[config.mk]
export PLATFORM = sky130hd
export DESIGN_NAME = spm_pin_mux
export DESIGN_NICKNAME = d
export VERILOG_FILES = /design/src/rtl/spm_pkg.sv /design/src/rtl/spm_pin_mux.sv
export SDC_FILE = /design/constraint.sdc
export NUM_CORES = 1
export LEC_CHECK = 0
export BUFFER_PORTS_ARGS = -buffer_cell sky130_fd_sc_hd__buf_2
export CAP_MARGIN = 20
export CORE_AREA = 3 3 338 340
export CTS_CLUSTER_DIAMETER = 30
export DETAILED_ROUTE_END_ITERATION = 10
export DIE_AREA = 0 0 341 343
export GPL_ROUTABILITY_DRIVEN = 0
export GPL_TIMING_DRIVEN = 0
export PLACE_DENSITY = 0.3
export SYNTH_ARGS = -nofsm -noshare
export SYNTH_HDL_FRONTEND = slang
export SYNTH_SLANG_ARGS = --single-unit
[constraint.sdc]
create_clock -name CLK -period 1.8 [get_ports CLK]
set_input_delay 0.18 -clock CLK [delete_from_list [all_inputs] [get_ports CLK]]
set_output_delay 0.18 -clock CLK [all_outputs]
set_load 0.005 [all_outputs]
[src/rtl/spm_pkg.sv]
// package for the shared pin function multiplexer
// assumes one system clock and an active-low power-on reset
// Function
// - reset samples upper address pins into config straps
// - reset samples boot pins and direction pin
// - after reset strap pins become memory outputs
// - mode registers select function of pins 31..0
// - config straps select function of pins 44..32
// - host bus pins shareable with diagnosis, trace, gpio
// - diagnosis signals only on shared pins, driven out
// - uart signals on pins 8 to 12
// - spi1 signals on pins 16 to 23
// - sync clock pins 24, 25 via high mode
// - pin 25 drives ALT1_DRV.o[25], not SYNC_CLOCK_OUT_N, when selected
// - four choices per pin 31..0, zero after reset
package spm_pkg;
   // ***************************************************
   // widths and field positions
   // ***************************************************
   localparam int GPIO_LO_N    = 32;
   localparam int GPIO_HI_N    = 13;
   localparam int MODE_W       = 2;
   localparam int CFG_W        = 6;
   localparam int BOOT_W       = 4;
   localparam int ADDR_W       = 24;
   localparam int CFG_LSB      = 18;
   localparam int BOOT_LSB     = 15;
   localparam int HBUS_W       = 16;
   localparam int TRACE_W      = 14;
   // config strap bit that hands pins 44..32 to gpio instead of host bus
   localparam int CFG_HI_GPIO  = 0;
   // config strap bits choosing host-bus low pins: 00 bus, 01 diag, 10 trace
   localparam int CFG_SEL_LSB  = 1;
   localparam logic [1:0] LOW_BUS   = 2'h0;
   localparam logic [1:0] LOW_DIAG  = 2'h1;
   localparam logic [1:0] LOW_TRACE = 2'h2;
   // ***************************************************
   // pin positions
   // ***************************************************
   localparam int PIN_UART_LO  = 8;
   localparam int PIN_UART_HI  = 12;
   localparam int PIN_SPI_LO   = 16;
   localparam int PIN_SPI_HI   = 23;
   localparam int PIN_SYNC_IN  = 24;
   localparam int PIN_SYNC_OUT = 25;
   localparam int PIN_DBG_REQ  = 31;
   // ***************************************************
   // types
   // ***************************************************
   typedef enum logic [1:0] {
      SPM_FN_GPIO = 2'b00,
      SPM_FN_ALT1 = 2'b01,
      SPM_FN_ALT2 = 2'b10,
      SPM_FN_ALT3 = 2'b11
   } spm_fn_e;
   typedef struct packed {
      logic [GPIO_LO_N-1:0] o;
      logic [GPIO_LO_N-1:0] oe_n;
   } spm_drv_s;
   localparam logic [CFG_W-1:0]  CFG_RST  = 6'h00;
   localparam logic [BOOT_W-1:0] BOOT_RST = 4'h0;
endpackage

[src/rtl/spm_pin_mux.sv]
// shared pin function multiplexer: strap capture and pin routing
// assumes pins already synchronous to CLK; pads resolved outside
`timescale 1ns/1ps
module spm_pin_mux
   import spm_pkg::*;
(
   input  wire logic                    CLK,           // system clock
   input  wire logic                    NRST,          // power-on reset, low
   input  wire logic [ADDR_W-1:0]       MEM_ADDR,      // memory address from controller
   input  wire logic                    MEM_DIR,       // driver direction from controller
   input  wire logic [ADDR_W-1:0]       ADDR_PIN_I,    // address pad inputs
   output logic      [ADDR_W-1:0]       ADDR_PIN_O,    // address pad outputs
   output logic      [ADDR_W-1:0]       ADDR_PIN_OE_N, // address pad enables, low drives
   input  wire logic                    DIR_PIN_I,     // direction pad input
   output logic                         DIR_PIN_O,     // direction pad output
   output logic                         DIR_PIN_OE_N,  // direction pad enable
   output logic      [CFG_W-1:0]        CONFIG_STRAP,  // captured config straps
   output logic      [BOOT_W-1:0]       BOOT_STRAP,    // captured boot source
   input  wire logic [MODE_W*16-1:0]    PORT_MODE_L,   // mode for pins 15..0
   input  wire logic [MODE_W*16-1:0]    PORT_MODE_H,   // mode for pins 31..16
   input  wire spm_drv_s                GPIO_DRV,      // gpio block drive, pins 31..0
   output spm_drv_s                     GPIO_PAD,      // pad drive, pins 31..0
   input  wire logic [GPIO_LO_N-1:0]    GPIO_PIN_I,    // pad inputs, pins 31..0
   output logic      [GPIO_LO_N-1:0]    GPIO_IN,       // inputs to gpio block
   input  wire spm_drv_s                ALT1_DRV,      // function 1 drives (uart,spi,sync,led)
   input  wire spm_drv_s                ALT2_DRV,      // function 2 drives
   input  wire spm_drv_s                ALT3_DRV,      // function 3 drives
   output logic      [GPIO_LO_N-1:0]    ALT1_IN,       // function 1 inputs, gated
   output logic      [GPIO_LO_N-1:0]    ALT2_IN,       // function 2 inputs, gated
   input  wire logic                    SYNC_CLOCK_OUT_N,  // timing generator clock
   output logic                         SYNC_CLOCK_IN_N,   // sync clock input to pll
   output logic                         DEBUG_REQ,     // debug request to cpu
   input  wire logic [GPIO_HI_N-1:0]    HGPIO_O,       // gpio 44..32 outputs
   input  wire logic [GPIO_HI_N-1:0]    HGPIO_OE_N,    // gpio 44..32 enables
   output logic      [GPIO_HI_N-1:0]    HGPIO_IN,      // gpio 44..32 inputs
   input  wire logic [GPIO_HI_N-1:0]    HBUS_HI_O,     // host bus outputs on shared high pins
   input  wire logic [GPIO_HI_N-1:0]    HBUS_HI_OE_N,  // host bus enables on high pins
   output logic      [GPIO_HI_N-1:0]    HBUS_HI_IN,    // host bus inputs incl host_bus_addr_high
   input  wire logic [GPIO_HI_N-1:0]    HI_PIN_I,      // pad inputs, pins 44..32
   output logic      [GPIO_HI_N-1:0]    HI_PIN_O,      // pad outputs, pins 44..32
   output logic      [GPIO_HI_N-1:0]    HI_PIN_OE_N,   // pad enables, pins 44..32
   input  wire logic [HBUS_W-1:0]       HBUS_LO_O,     // host bus drive, low pins
   input  wire logic [HBUS_W-1:0]       HBUS_LO_OE_N,  // host bus enables, low pins
   output logic      [HBUS_W-1:0]       HBUS_LO_IN,    // host bus inputs, low pins
   input  wire logic [HBUS_W-1:0]       DIAG_O,        // diagnosis outputs
   input  wire logic [TRACE_W-1:0]      TRACE_O,       // trace outputs
   input  wire logic [HBUS_W-1:0]       LO_PIN_I,      // pad inputs, low shared pins
   output logic      [HBUS_W-1:0]       LO_PIN_O,      // pad outputs, low shared pins
   output logic      [HBUS_W-1:0]       LO_PIN_OE_N    // pad enables, low shared pins
);
   // ***************************************************
   // strap capture
   // ***************************************************
   logic [CFG_W-1:0]  cfg_reg;
   logic [BOOT_W-1:0] boot_reg;
   logic              run_reg;
   // straps follow the pins while reset holds; frozen at first clocked edge
   always_ff @(posedge CLK or negedge NRST) begin
      if (!NRST) begin
         run_reg <= 1'b0;
      end else begin
         run_reg <= 1'b1;
      end
   end
   // run_reg low means reset phase: pins still inputs, sample them
   always_ff @(posedge CLK) begin
      if (!run_reg) begin
         cfg_reg  <= ADDR_PIN_I[CFG_LSB +: CFG_W];
         boot_reg <= {ADDR_PIN_I[BOOT_LSB +: 3], DIR_PIN_I};
      end
   end
   assign CONFIG_STRAP = run_reg ? cfg_reg : CFG_RST;
   assign BOOT_STRAP   = run_reg ? boot_reg : BOOT_RST;
   // upper address and direction pins are inputs until run
   wire [ADDR_W-1:0] strap_mask = {{CFG_W+3{1'b1}}, {BOOT_LSB{1'b0}}};
   assign ADDR_PIN_O    = MEM_ADDR;
   assign ADDR_PIN_OE_N = run_reg ? '0 : strap_mask;
   assign DIR_PIN_O     = MEM_DIR;
   assign DIR_PIN_OE_N  = ~run_reg;
   // ***************************************************
   // low gpio mux, pins 31..0
   // ***************************************************
   wire [MODE_W*32-1:0] mode_all = {PORT_MODE_H, PORT_MODE_L};
   function automatic spm_fn_e fn_of(input logic [MODE_W*32-1:0] m, input int i);
      fn_of = spm_fn_e'(m[i*MODE_W +: MODE_W]);
   endfunction
   genvar g;
   generate
      for (g = 0; g < GPIO_LO_N; g++) begin : g_lo
         // mode inputs are reset to zero by their owner: gpio after reset
         wire spm_fn_e fn = fn_of(mode_all, g);
         wire sel1 = (fn == SPM_FN_ALT1);
         wire sel2 = (fn == SPM_FN_ALT2);
         wire sel3 = (fn == SPM_FN_ALT3);
         assign GPIO_PAD.o[g] = sel1 ? ALT1_DRV.o[g] : sel2 ? ALT2_DRV.o[g] :
                                sel3 ? ALT3_DRV.o[g] : GPIO_DRV.o[g];
         assign GPIO_PAD.oe_n[g] = sel1 ? ALT1_DRV.oe_n[g] : sel2 ? ALT2_DRV.oe_n[g] :
                                   sel3 ? ALT3_DRV.oe_n[g] : GPIO_DRV.oe_n[g];
         assign GPIO_IN[g] = (fn == SPM_FN_GPIO) & GPIO_PIN_I[g];
         assign ALT1_IN[g] = sel1 & GPIO_PIN_I[g];
         assign ALT2_IN[g] = sel2 & GPIO_PIN_I[g];
      end
   endgenerate
   // sync clock pins: only high mode word reaches pins 24,25
   wire fn24_alt = (fn_of(mode_all, PIN_SYNC_IN) == SPM_FN_ALT1);
   wire fn25_alt = (fn_of(mode_all, PIN_SYNC_OUT) == SPM_FN_ALT1);
   // inactive level high keeps active-low consumers idle
   assign SYNC_CLOCK_IN_N = fn24_alt ? GPIO_PIN_I[PIN_SYNC_IN] : 1'b1;
   assign DEBUG_REQ = (fn_of(mode_all, PIN_DBG_REQ) == SPM_FN_ALT1) &
                      GPIO_PIN_I[PIN_DBG_REQ];
   // ***************************************************
   // high gpio mux, pins 44..32, steered by strap
   // ***************************************************
   wire hi_gpio = cfg_reg[CFG_HI_GPIO] & run_reg;
   assign HI_PIN_O    = hi_gpio ? HGPIO_O : HBUS_HI_O;
   assign HI_PIN_OE_N = !run_reg ? '1 : hi_gpio ? HGPIO_OE_N : HBUS_HI_OE_N;
   assign HGPIO_IN    = hi_gpio ? HI_PIN_I : '0;
   assign HBUS_HI_IN  = hi_gpio ? '0 : HI_PIN_I;
   // ***************************************************
   // low shared host-bus pins: bus, diagnosis or trace
   // ***************************************************
   wire [1:0] low_sel = run_reg ? cfg_reg[CFG_SEL_LSB +: 2] : LOW_BUS;
   wire is_bus   = (low_sel == LOW_BUS) | (low_sel == 2'h3);
   wire is_diag  = (low_sel == LOW_DIAG);
   wire is_trace = (low_sel == LOW_TRACE);
   // diagnosis and trace are outputs only; no pin ever reads them back
   assign LO_PIN_O    = is_diag ? DIAG_O :
                        is_trace ? {{HBUS_W-TRACE_W{1'b0}}, TRACE_O} : HBUS_LO_O;
   assign LO_PIN_OE_N = !run_reg ? '1 : is_bus ? HBUS_LO_OE_N :
                        is_diag ? '0 : {{HBUS_W-TRACE_W{1'b1}}, {TRACE_W{1'b0}}};
   assign HBUS_LO_IN  = is_bus ? LO_PIN_I : '1;

   // timing generator output is unused here; pin 25 takes ALT1_DRV.o[25] when alt1 is selected
   wire unused_sync = SYNC_CLOCK_OUT_N;
endmodule

==> results.yml, run 1 <==
setup_path:
  cp_num_buf_inv: 4
  cpMaxStageDelayCell: "dfrtp_2"
  cp-end-kind: "output pin"
  crit_family: "buffers and inverters"
  worstSetupStartpointType: "register"
  critical_path.cell_chain: "buf_8, nand2_8, inv_6, ha_4, clkbuf_16, nand2_2, nand2_1, buf_2"
  required_ns: 1.62
  cp.arrival_ns: 1.72
  critPathMaxStageDelay_ns: 0.45
  critPathMaxFanout: 6
  crit_type: "register to output pin"
clocking:
  cts_buffers: 3
  clock-sinks: 11
  clk_path_buf_depth: 2
  path_clk_slew_ns: 0.05
  cts_tree: "built"
  clk_latency_ns: 0.25
  root_buffer: "clkbuf_16"
  ctsHtreeMaxLevel: 1
final_layout:
  final_cells: 2786
  seq_area_sq_um: 327
  mostFrequentLayoutCells: "buf_2 (808), mux4_2 (64), buf_4 (62)"
  multi_input_comb_area_sq_um: 3610
  drive_gt1_frac: 0.792
  final_common_cell: "buf_2"
  postLayoutCoreUtil: 0.0973
  fill_cells: 13200
  final_nets: 1828
  area_delta_synth_final_pct: 159
  largest_register_ffs: 6
pwr:
  p_sw_frac: 0.375
  p_comb_frac: 0.758
  clkPwrFrac: 0.141
  p_seq_frac: 0.100
  p_leak_uw: 0.00554
  irDropWorstVdd_v: 0.000328
  power_uw: 3030
  power_switching_uw: 1140
  power.density_nw_per_um2: 278
  p_int_uw: 1900
floorplan:
  start_util: 0.0376
  io_pins: 870
  die_area_sq_um: 117000
  num_rows: 123
  core_area_sq_um: 112000
  die_y_um: 343
  die_w_um: 341
outcome:
  status: "complete, but fails checks"
  violations: "setup timing"
sta:
  min_period_ns: 1.90
  fin_crit_sh: 1.06
  max_freq_mhz: 526
  rsz0062_at_grt: "true"
  finClkSkew_ns: 0.0116
  hold_ws_ns: 0.106
  fin_ws_ns: -0.102
  max_slew_margin: 0.566
  finalMaxSlewViolations: 0
  setup_violations: 51
  tightestPinTransition_ns: 0.651
  hold_violations: 0
logic_synthesis:
  syn_area_per_cell_sq_um: 9.84
  synth.area.top_cells: "mux4_2 (34%), and3b_1 (11%), buf_4 (9.5%)"
  synth_xor_area_frac: 0
  netlist_area_sq_um: 4200
  synth-simple-area-share: 0.320
  yosysTopAreaCell: "mux4_2"
  yosysTopAreaCellShare: 0.343
  yosys_warnings: 0
  synth-seq-cells: 11
  yosys.area_share.adder: 0.00893
  yosysSeqAreaShare: 0.0774
  synthDistinctLibCells: 25
  synthMuxAreaShare: 0.448
  synth_top_family_by_area: "multiplexers"
  syn_inst: 427
  synth_compound_area_frac: 0.0256
global_routing:
  grt_max_degree: 12
  grt-ovfl-total: 0
  grt_pass1_vias: 7251
  grt.total_usage: 0.0666
  antenna_found_initial: 29
  grt_pass1_wl_um: 55100
routing:
  drt_iter0_drc: 198
  vias: 7084
  drtAntennaViolNets: 0
  remaining_drc_errors: 0
  vias_per_cell: 2.54
  routed_wl_um: 43500
  dr.pass1.iters: 4
  avgRoutedWirePerCell_um: 15.6
min_path:
  worstHoldPathType: "primary input to register"
place:
  dpl.cell_count: 2754
  port_buffers: 813
  hpwl_um: 40700
job:
  maxCapViolations: 0
==> power groups by stage <==
stage | combinational, uW | sequential (uW) | clock [uW]
floorplan | 767 | 302 | 0
global placement | 2150 | 304 | 0
detailed placement | 2140 | 304 | 0
CTS | 2310 | 303 | 446
global route | 2500 | 306 | 453
finish | 2300 | 304 | 429
==> cells by family (layout without fill, tap and decap cells) <==
group                      Yosys count  count (layout)
and+or+nand+nor                    214             214
muxes                              104             104
buffers and inverters               74             909
AOI/OAI and AO/OA                   19              19
DFF                                 11              11
adders and majority gates            3               3
other                                2              26
==> routing by layer <==
| metal | global-route usage | wire length, um | vias to the layer above |
|---|---|---|---|
| li1 | - | - | 3281 |
| met1 | 0.0708 | 15500 | 3223 |
| met2 | 0.129 | 23200 | 523 |
| met3 | 0.0152 | 3710 | 49 |
| met4 | 0.0196 | 1100 | 8 |
| met5 | 0 | 61 | - |
==> final timing paths <==
path                                   start               endpoint  slack (ns)  cells after the start
hold reg to reg            run_reg$_DFF_PN0_   cfg_reg[0]$_DFFE_PN_        1.21                      3
setup reg to reg           run_reg$_DFF_PN0_  boot_reg[0]$_DFFE_PN_        0.38                      3
max in group asynchronous               NRST      run_reg$_DFF_PN0_        1.41                      2
setup / recovery           run_reg$_DFF_PN0_         LO_PIN_OE_N[8]       -0.10                      8
min in group asynchronous               NRST      run_reg$_DFF_PN0_        0.29                      2
hold / removal                ADDR_PIN_I[18]   cfg_reg[0]$_DFFE_PN_        0.11                      1
==> synth_stat cells, drive strengths merged <==
library cell,instances
nand2,67
mux4,64
buf,57
and3b,55
nor3b,32
mux2i,27
and2,20
nand2b,16
o21ai,15
and3,13
mux2,13
clkbuf,12
edfxtp,10
nor2,10
inv,5
ha,3
a21o,2
a22o,2
conb,2
dfrtp,1
or3b,1
==> cell type report <==
class | count | share of cell area
repair buffers | 832 | 0.397
repair inverters | 1 | 0.000689
clock buffers | 4 | 0.00724
diodes | 10 | 0.00230
inverters | 5 | 0.00253
flip-flops and latches | 11 | 0.0300
well taps | 1500 | 0.172
multi-input cells | 356 | 0.331
plain buffers | 67 | 0.0564
==> worst reg2reg max path, cell delays in order (launching register included) <==
cell and delay [ns]:
dfrtp_2 0.42, buf_4 0.20, clkbuf_8 0.21, clkinvlp_4 0.26
==> repair_timing <==
item	4_1_cts	5_1_grt
cloned	5	1
gates resized for setup	95	23
endpoints found under the hold margin	1	0
hold buffers	1	0
pin swaps	5	6
setup buffers	7	6
endpoints found under the setup margin	73	77
==> metrics by stage <==
stage | cell area [sq um] | TNS (ns) | worst slack (ns)
2_1_floorplan | 4250 | 0 | 0.0391
3_3_place_gp | 10200 | -36.31 | -0.998
3_5_place_dp | 10200 | -36.81 | -1.04
4_1_cts | 10700 | -6.09 | -0.182
5_1_grt | 10900 | -7.49 | -0.190
6_report | 10900 | -3.30 | -0.102
Power figures use the tool's default switching activity.
==> inputs of run 2 (changes only) <==
--- a/config.mk
+++ b/config.mk
@@ -6,7 +6,6 @@
 export NUM_CORES = 1
 export LEC_CHECK = 0
 export BUFFER_PORTS_ARGS = -buffer_cell sky130_fd_sc_hd__buf_2
-export CAP_MARGIN = 20
 export CORE_AREA = 3 3 338 340
 export CTS_CLUSTER_DIAMETER = 30
 export DETAILED_ROUTE_END_ITERATION = 10
==> constraint.sdc (replaced) <==
create_clock -name CLK -period 2.05 [get_ports CLK]
set_input_delay 0.205 -clock CLK [delete_from_list [all_inputs] [get_ports CLK]]
set_output_delay 0.205 -clock CLK [all_outputs]
set_load 0.005 [all_outputs]
==> run 2 against run 1 <==
Compared with the run above: the run now ends clean; final cell count down 0.32%; register-to-register slack worse by 0.20 ns; die area unchanged; clock power down 12%; sequential cell count unchanged; total power down 15%; critical endpoint is now LO_PIN_O[13]; count of clock-buffer cells in the layout unchanged; non-clock buffer count down 9; highest routed layer unchanged.
==> results.yml, run 2 (synthesis gave the netlist of run 1 again) <==
pwr:
  p_leak_uw: 0.00542
  power_uw: 2570
  power.density_nw_per_um2: 242
  irDropWorstVdd_v: 0.000284
setup_path:
  cp.arrival_ns: 1.76
  cp_num_buf_inv: 4
  critPathMaxFanout: 7
  cpMaxStageDelayCell: "dfrtp_2"
  critPathMaxStageDelay_ns: 0.44
  required_ns: 1.85
  crit_family: "buffers and inverters"
  crit_type: "register to output pin"
  cp-end-kind: "output pin"
  worstSetupStartpointType: "register"
  critical_path.cell_chain: "buf_8, nand2_8, inv_2, ha_4, buf_4, mux2i_1, o21ai_1, buf_2"
sta:
  fin_crit_sh: 0.957
  hold_violations: 0
  hold_ws_ns: 0.133
  setup_violations: 0
  finClkSkew_ns: 0.00930
  max_freq_mhz: 510
  rsz0062_at_grt: "false"
  max_slew_margin: 0.547
  finalMaxSlewViolations: 0
  tightestPinTransition_ns: 0.680
  min_period_ns: 1.96
global_routing:
  grt_pass1_vias: 7172
  grt_max_degree: 12
  grt-ovfl-total: 0
  grt.total_usage: 0.0661
  antenna_found_initial: 29
  grt_pass1_wl_um: 54800
job:
  maxCapViolations: 0
clocking:
  clock-sinks: 11
  ctsHtreeMaxLevel: 1
  cts_tree: "built"
  clk_latency_ns: 0.25
  clk_path_buf_depth: 2
  cts_buffers: 3
  path_clk_slew_ns: 0.05
  root_buffer: "clkbuf_16"
place:
  port_buffers: 813
  placed_area_sq_um: 10200
  hpwl_um: 40700
final_layout:
  final_nets: 1820
  largest_register_ffs: 6
  area_delta_synth_final_pct: 153
  mostFrequentLayoutCells: "buf_2 (812), mux4_2 (64), nand2_1 (63)"
  postLayoutCoreUtil: 0.0950
  fin_area_sq_um: 10600
  drive_gt1_frac: 0.773
  final_common_cell: "buf_2"
floorplan:
  core_area_sq_um: 112000
  start_util: 0.0376
  num_rows: 123
  die_area_sq_um: 117000
  die_y_um: 343
  io_pins: 870
  die_w_um: 341
outcome:
  status: "complete, no violations"
routing:
  avgRoutedWirePerCell_um: 15.5
  vias_per_cell: 2.54
  drt_iter0_drc: 205
  routed_wl_um: 43200
  vias: 7060
  dr.pass1.iters: 4
  drtAntennaViolNets: 0
  remaining_drc_errors: 0
min_path:
  worstHoldPathType: "primary input to register"
-- run 2: worst reg2reg max path, delay by kind of cell (launching register included) --
| family | cells | cell delay (ns) |
|---|---|---|
| buffers and inverters | 3 | 1.03 |
| DFF | 1 | 0.42 |
-- run 2: through the flow --
step	setup TNS [ns]	instances	worst slack, ns
after global placement	-24.01	2754	-0.773
after CTS	0	2764	0.00480
after global routing	0	2774	0.00453
after detailed placement	-24.99	2754	-0.813
after floorplan	0	441	0.264
final	0	2777	0.0887
-- run 2: layout make-up --
| cell class | instances | area, sq um |
|---|---|---|
| Antenna cell | 9 | 22.5 |
| Inverter | 5 | 22.5 |
| Multi-Input combinational cell | 356 | 3510 |
| Buffer | 67 | 593 |
| Clock buffer | 4 | 78.8 |
| Sequential cell | 11 | 327 |
| Tap cell | 1500 | 1880 |
| Timing Repair Buffer | 823 | 4190 |
| Fill cell | 13200 | 101000 |
| Timing Repair inverter | 2 | 12.5 |
-- run 2: per-layer routing --
metal	GRT usage	up-vias	part of all wire
li1	-	3266	-
met1	0.0703	3214	0.36
met2	0.128	523	0.53
met3	0.0152	49	0.087
met4	0.0194	8	0.025
met5	0	-	0.0014
-- run 2: repair_timing --
action | 4_1_cts | 5_1_grt
buffers inserted | 3 | 4
pin swaps | 3 | 2
cloned | 3 | 1
gates resized for setup | 53 | 8
hold buffers | 1 | 0
endpoints found under the setup margin | 58 | 39
hold endpoints to repair | 1 | 0
-- run 2: worst paths after layout --
| kind | cells after the start | end | slack, ns | startpoint |
|---|---|---|---|---|
| max | 8 | LO_PIN_O[13] | 0.09 | run_reg$_DFF_PN0_ |
| min | 1 | cfg_reg[0]$_DFFE_PN_ | 0.13 | ADDR_PIN_I[18] |
| max reg2reg | 3 | cfg_reg[3]$_DFFE_PN_ | 0.18 | run_reg$_DFF_PN0_ |
| min reg2reg | 3 | cfg_reg[0]$_DFFE_PN_ | 1.45 | run_reg$_DFF_PN0_ |
| max in group asynchronous | 2 | run_reg$_DFF_PN0_ | 1.63 | NRST |
| min in group asynchronous | 2 | run_reg$_DFF_PN0_ | 0.32 | NRST |
-- run 2: report_power, final --
part	leakage (uW)	total, uW	switching [uW]	internal [uW]
sequential	0.000109	267	7.45	260
combinational	0.00528	1930	840	1090
clock	0.0000382	377	114	263
total	0.00542	2570	962	1610
==> inputs of run 3 (changes only) <==
--- a/config.mk
+++ b/config.mk
@@ -6,10 +6,11 @@
 export NUM_CORES = 1
 export LEC_CHECK = 0
 export BUFFER_PORTS_ARGS = -buffer_cell sky130_fd_sc_hd__buf_2
-export CORE_AREA = 3 3 338 340
+export CORE_AREA = 3 3 342 344
+export CTS_BUF_LIST = sky130_fd_sc_hd__clkbuf_8
 export CTS_CLUSTER_DIAMETER = 30
 export DETAILED_ROUTE_END_ITERATION = 10
-export DIE_AREA = 0 0 341 343
+export DIE_AREA = 0 0 345 347
 export GPL_ROUTABILITY_DRIVEN = 0
 export GPL_TIMING_DRIVEN = 0
 export PLACE_DENSITY = 0.3
==> constraint.sdc (replaced) <==
create_clock -name CLK -period 2.05 [get_ports CLK]
set_input_delay 0.41 -clock CLK [delete_from_list [all_inputs] [get_ports CLK]]
set_output_delay 0.41 -clock CLK [all_outputs]
set_load 0.005 [all_outputs]
==> run 3 against run 2 <==
Compared with the run above: the run now ends with setup timing left; hold slack improved by 0.20 ns; sequential share of layout area fell by 0.27 points; die area rose by 2.4%; critical endpoint is now LO_PIN_O[7].
==> results.yml, run 3 (synthesis gave the netlist of run 1 again) <==
setup_path:
  cp-end-kind: "output pin"
  r2r_end: "cfg_reg[0]$_DFFE_PN_"
  worstSetupStartpointType: "register"
  rr_worst_depth: 6
  r2r-start: "run_reg$_DFF_PN0_"
  r2r_setup_slack_ns: 0.41
  cp-endpoint: "LO_PIN_O[7]"
  required_ns: 1.64
  cp.arrival_ns: 1.91
  critPathMaxFanout: 5
  crit_start: "run_reg$_DFF_PN0_"
  crit_type: "register to output pin"
clocking:
  clk_path_buf_depth: 2
  clk_latency_ns: 0.25
  clock-sinks: 11
  ctsHtreeMaxLevel: 1
  cts_buffers: 3
  root_buffer: "clkbuf_8"
  cts_tree: "built"
  path_clk_slew_ns: 0.06
final_layout:
  final_cells: 2810
  seq_area_sq_um: 325
  fin_area_sq_um: 11600
  drive_gt1_frac: 0.824
  final_common_cell: "buf_2"
  fill_cells: 13400
  final_nets: 1839
  area_delta_synth_final_pct: 176
  largest_register_ffs: 6
  postLayoutCoreUtil: 0.102
  mostFrequentLayoutCells: "buf_2 (778), mux4_2 (64), buf_4 (62)"
  multi_input_comb_area_sq_um: 3960
sta:
  max_slew_margin: 0.624
  min_period_ns: 2.32
  rsz0062_at_grt: "true"
  fin_crit_sh: 1.13
  max_freq_mhz: 430
  finClkSkew_ns: 0.00178
  finalMaxSlewViolations: 0
  setup_violations: 61
  tightestPinTransition_ns: 0.564
  setup_tns_ns: -7.94
  hold_violations: 0
  fin_ws_ns: -0.275
  hold_ws_ns: 0.332
global_routing:
  grt_pass1_vias: 7845
  grt_max_degree: 11
  grt-ovfl-total: 0
  grt_pass1_wl_um: 62700
  antenna_found_initial: 43
  grt.total_usage: 0.0737
routing:
  vias_per_cell: 2.62
  routed_wl_um: 48600
  drtAntennaViolNets: 0
  vias: 7358
  routed.top_layer: "met5"
  wl_met2_um: 26400
  remaining_drc_errors: 0
  wl_met1_um: 16000
  drt_iter0_drc: 269
  wl_met3_um: 3570
  dr.pass1.iters: 4
  avgRoutedWirePerCell_um: 17.3
min_path:
  worstHoldPathType: "primary input to register"
pwr:
  p_leak_uw: 0.00585
  irDropWorstVdd_v: 0.000138
  power.density_nw_per_um2: 242
floorplan:
  die_area_sq_um: 120000
  num_rows: 124
  die_w_um: 345
  die_y_um: 347
  core_area_sq_um: 114000
  start_util: 0.0368
  io_pins: 870
place:
  placed_area_sq_um: 10200
  dpl.cell_count: 2766
  port_buffers: 813
  hpwl_um: 44500
outcome:
  status: "complete, but fails checks"
  violations: "setup timing"
job:
  maxCapViolations: 0
==> run 3: changes by cell type in the layout (fill, tap and decap cells not counted), moves of 8 or more <==
cell and change:
buf_2 -34, buf_6 +41, mux2i_1 -9, nand2_1 -28
nand2_4 +20, nand2b_1 -8, nand2b_4 +8, o21ai_0 -9
o21ai_4 +9
==> run 3: how the worst min path moves through the flow <==
stage,cells past startpoint,from,slack (ns),end
floorplan,0,NRST,0.11,run_reg$_DFF_PN0_
global placement,1,NRST,0.19,run_reg$_DFF_PN0_
detailed placement,1,NRST,0.19,run_reg$_DFF_PN0_
CTS,1,ADDR_PIN_I[15],0.32,boot_reg[1]$_DFFE_PN_
global route,1,ADDR_PIN_I[17],0.32,boot_reg[3]$_DFFE_PN_
finish,1,ADDR_PIN_I[23],0.33,cfg_reg[5]$_DFFE_PN_
==> run 3: power by group <==
part	internal (uW)	total (uW)	leakage, uW	switching (uW)
clock	135	235	0.0000255	100
combinational	1290	2310	0.00572	1020
sequential	259	264	0.000110	4.87
==> run 3: layout make-up <==
| cell class | instances | share of cell area |
|---|---|---|
| inverters | 5 | 0.00216 |
| well taps | 1512 | 0.163 |
| clock inverters | 1 | 0.000431 |
| repair buffers | 842 | 0.403 |
| repair inverters | 2 | 0.00129 |
| flip-flops and latches | 11 | 0.0280 |
| plain buffers | 66 | 0.0551 |
| clock buffers | 3 | 0.00356 |
| diodes | 11 | 0.00237 |
| multi-input cells | 357 | 0.341 |
==> run 3: critical path: stages (launching register included) <==
cell and delay (ns):
dfrtp_1 0.39, buf_6 0.14, buf_8 0.12, nand2_4 0.06, inv_4 0.04, ha_4 0.18
buf_12 0.15, mux2i_4 0.18, o21ai_4 0.23, buf_2 0.17
==> run 3: per-layer routing <==
| layer | global-route usage | vias to the layer above |
|---|---|---|
| met5 | 0 | - |
| met1 | 0.0728 | 3369 |
| li1 | - | 3300 |
| met3 | 0.0149 | 101 |
| met4 | 0.0361 | 4 |
| met2 | 0.145 | 584 |
==> run 3: per-stage QoR <==
step	worst slack [ns]	power, uW
after floorplan	0.0591	939
after global placement	-1.34	2220
after detailed placement	-1.35	2210
after CTS	-0.388	2780
after global routing	-0.322	3020
final	-0.275	2810
==> run 3: repair_timing <==
action / CTS / global route
gates resized for setup: 190 / 62
cloned: 5 / 4
hold endpoints to repair: 1 / 0
pin swaps: 3 / 10
hold buffers: 1 / 0
buffers inserted: 12 / 11
endpoints found under the setup margin: 83 / 86
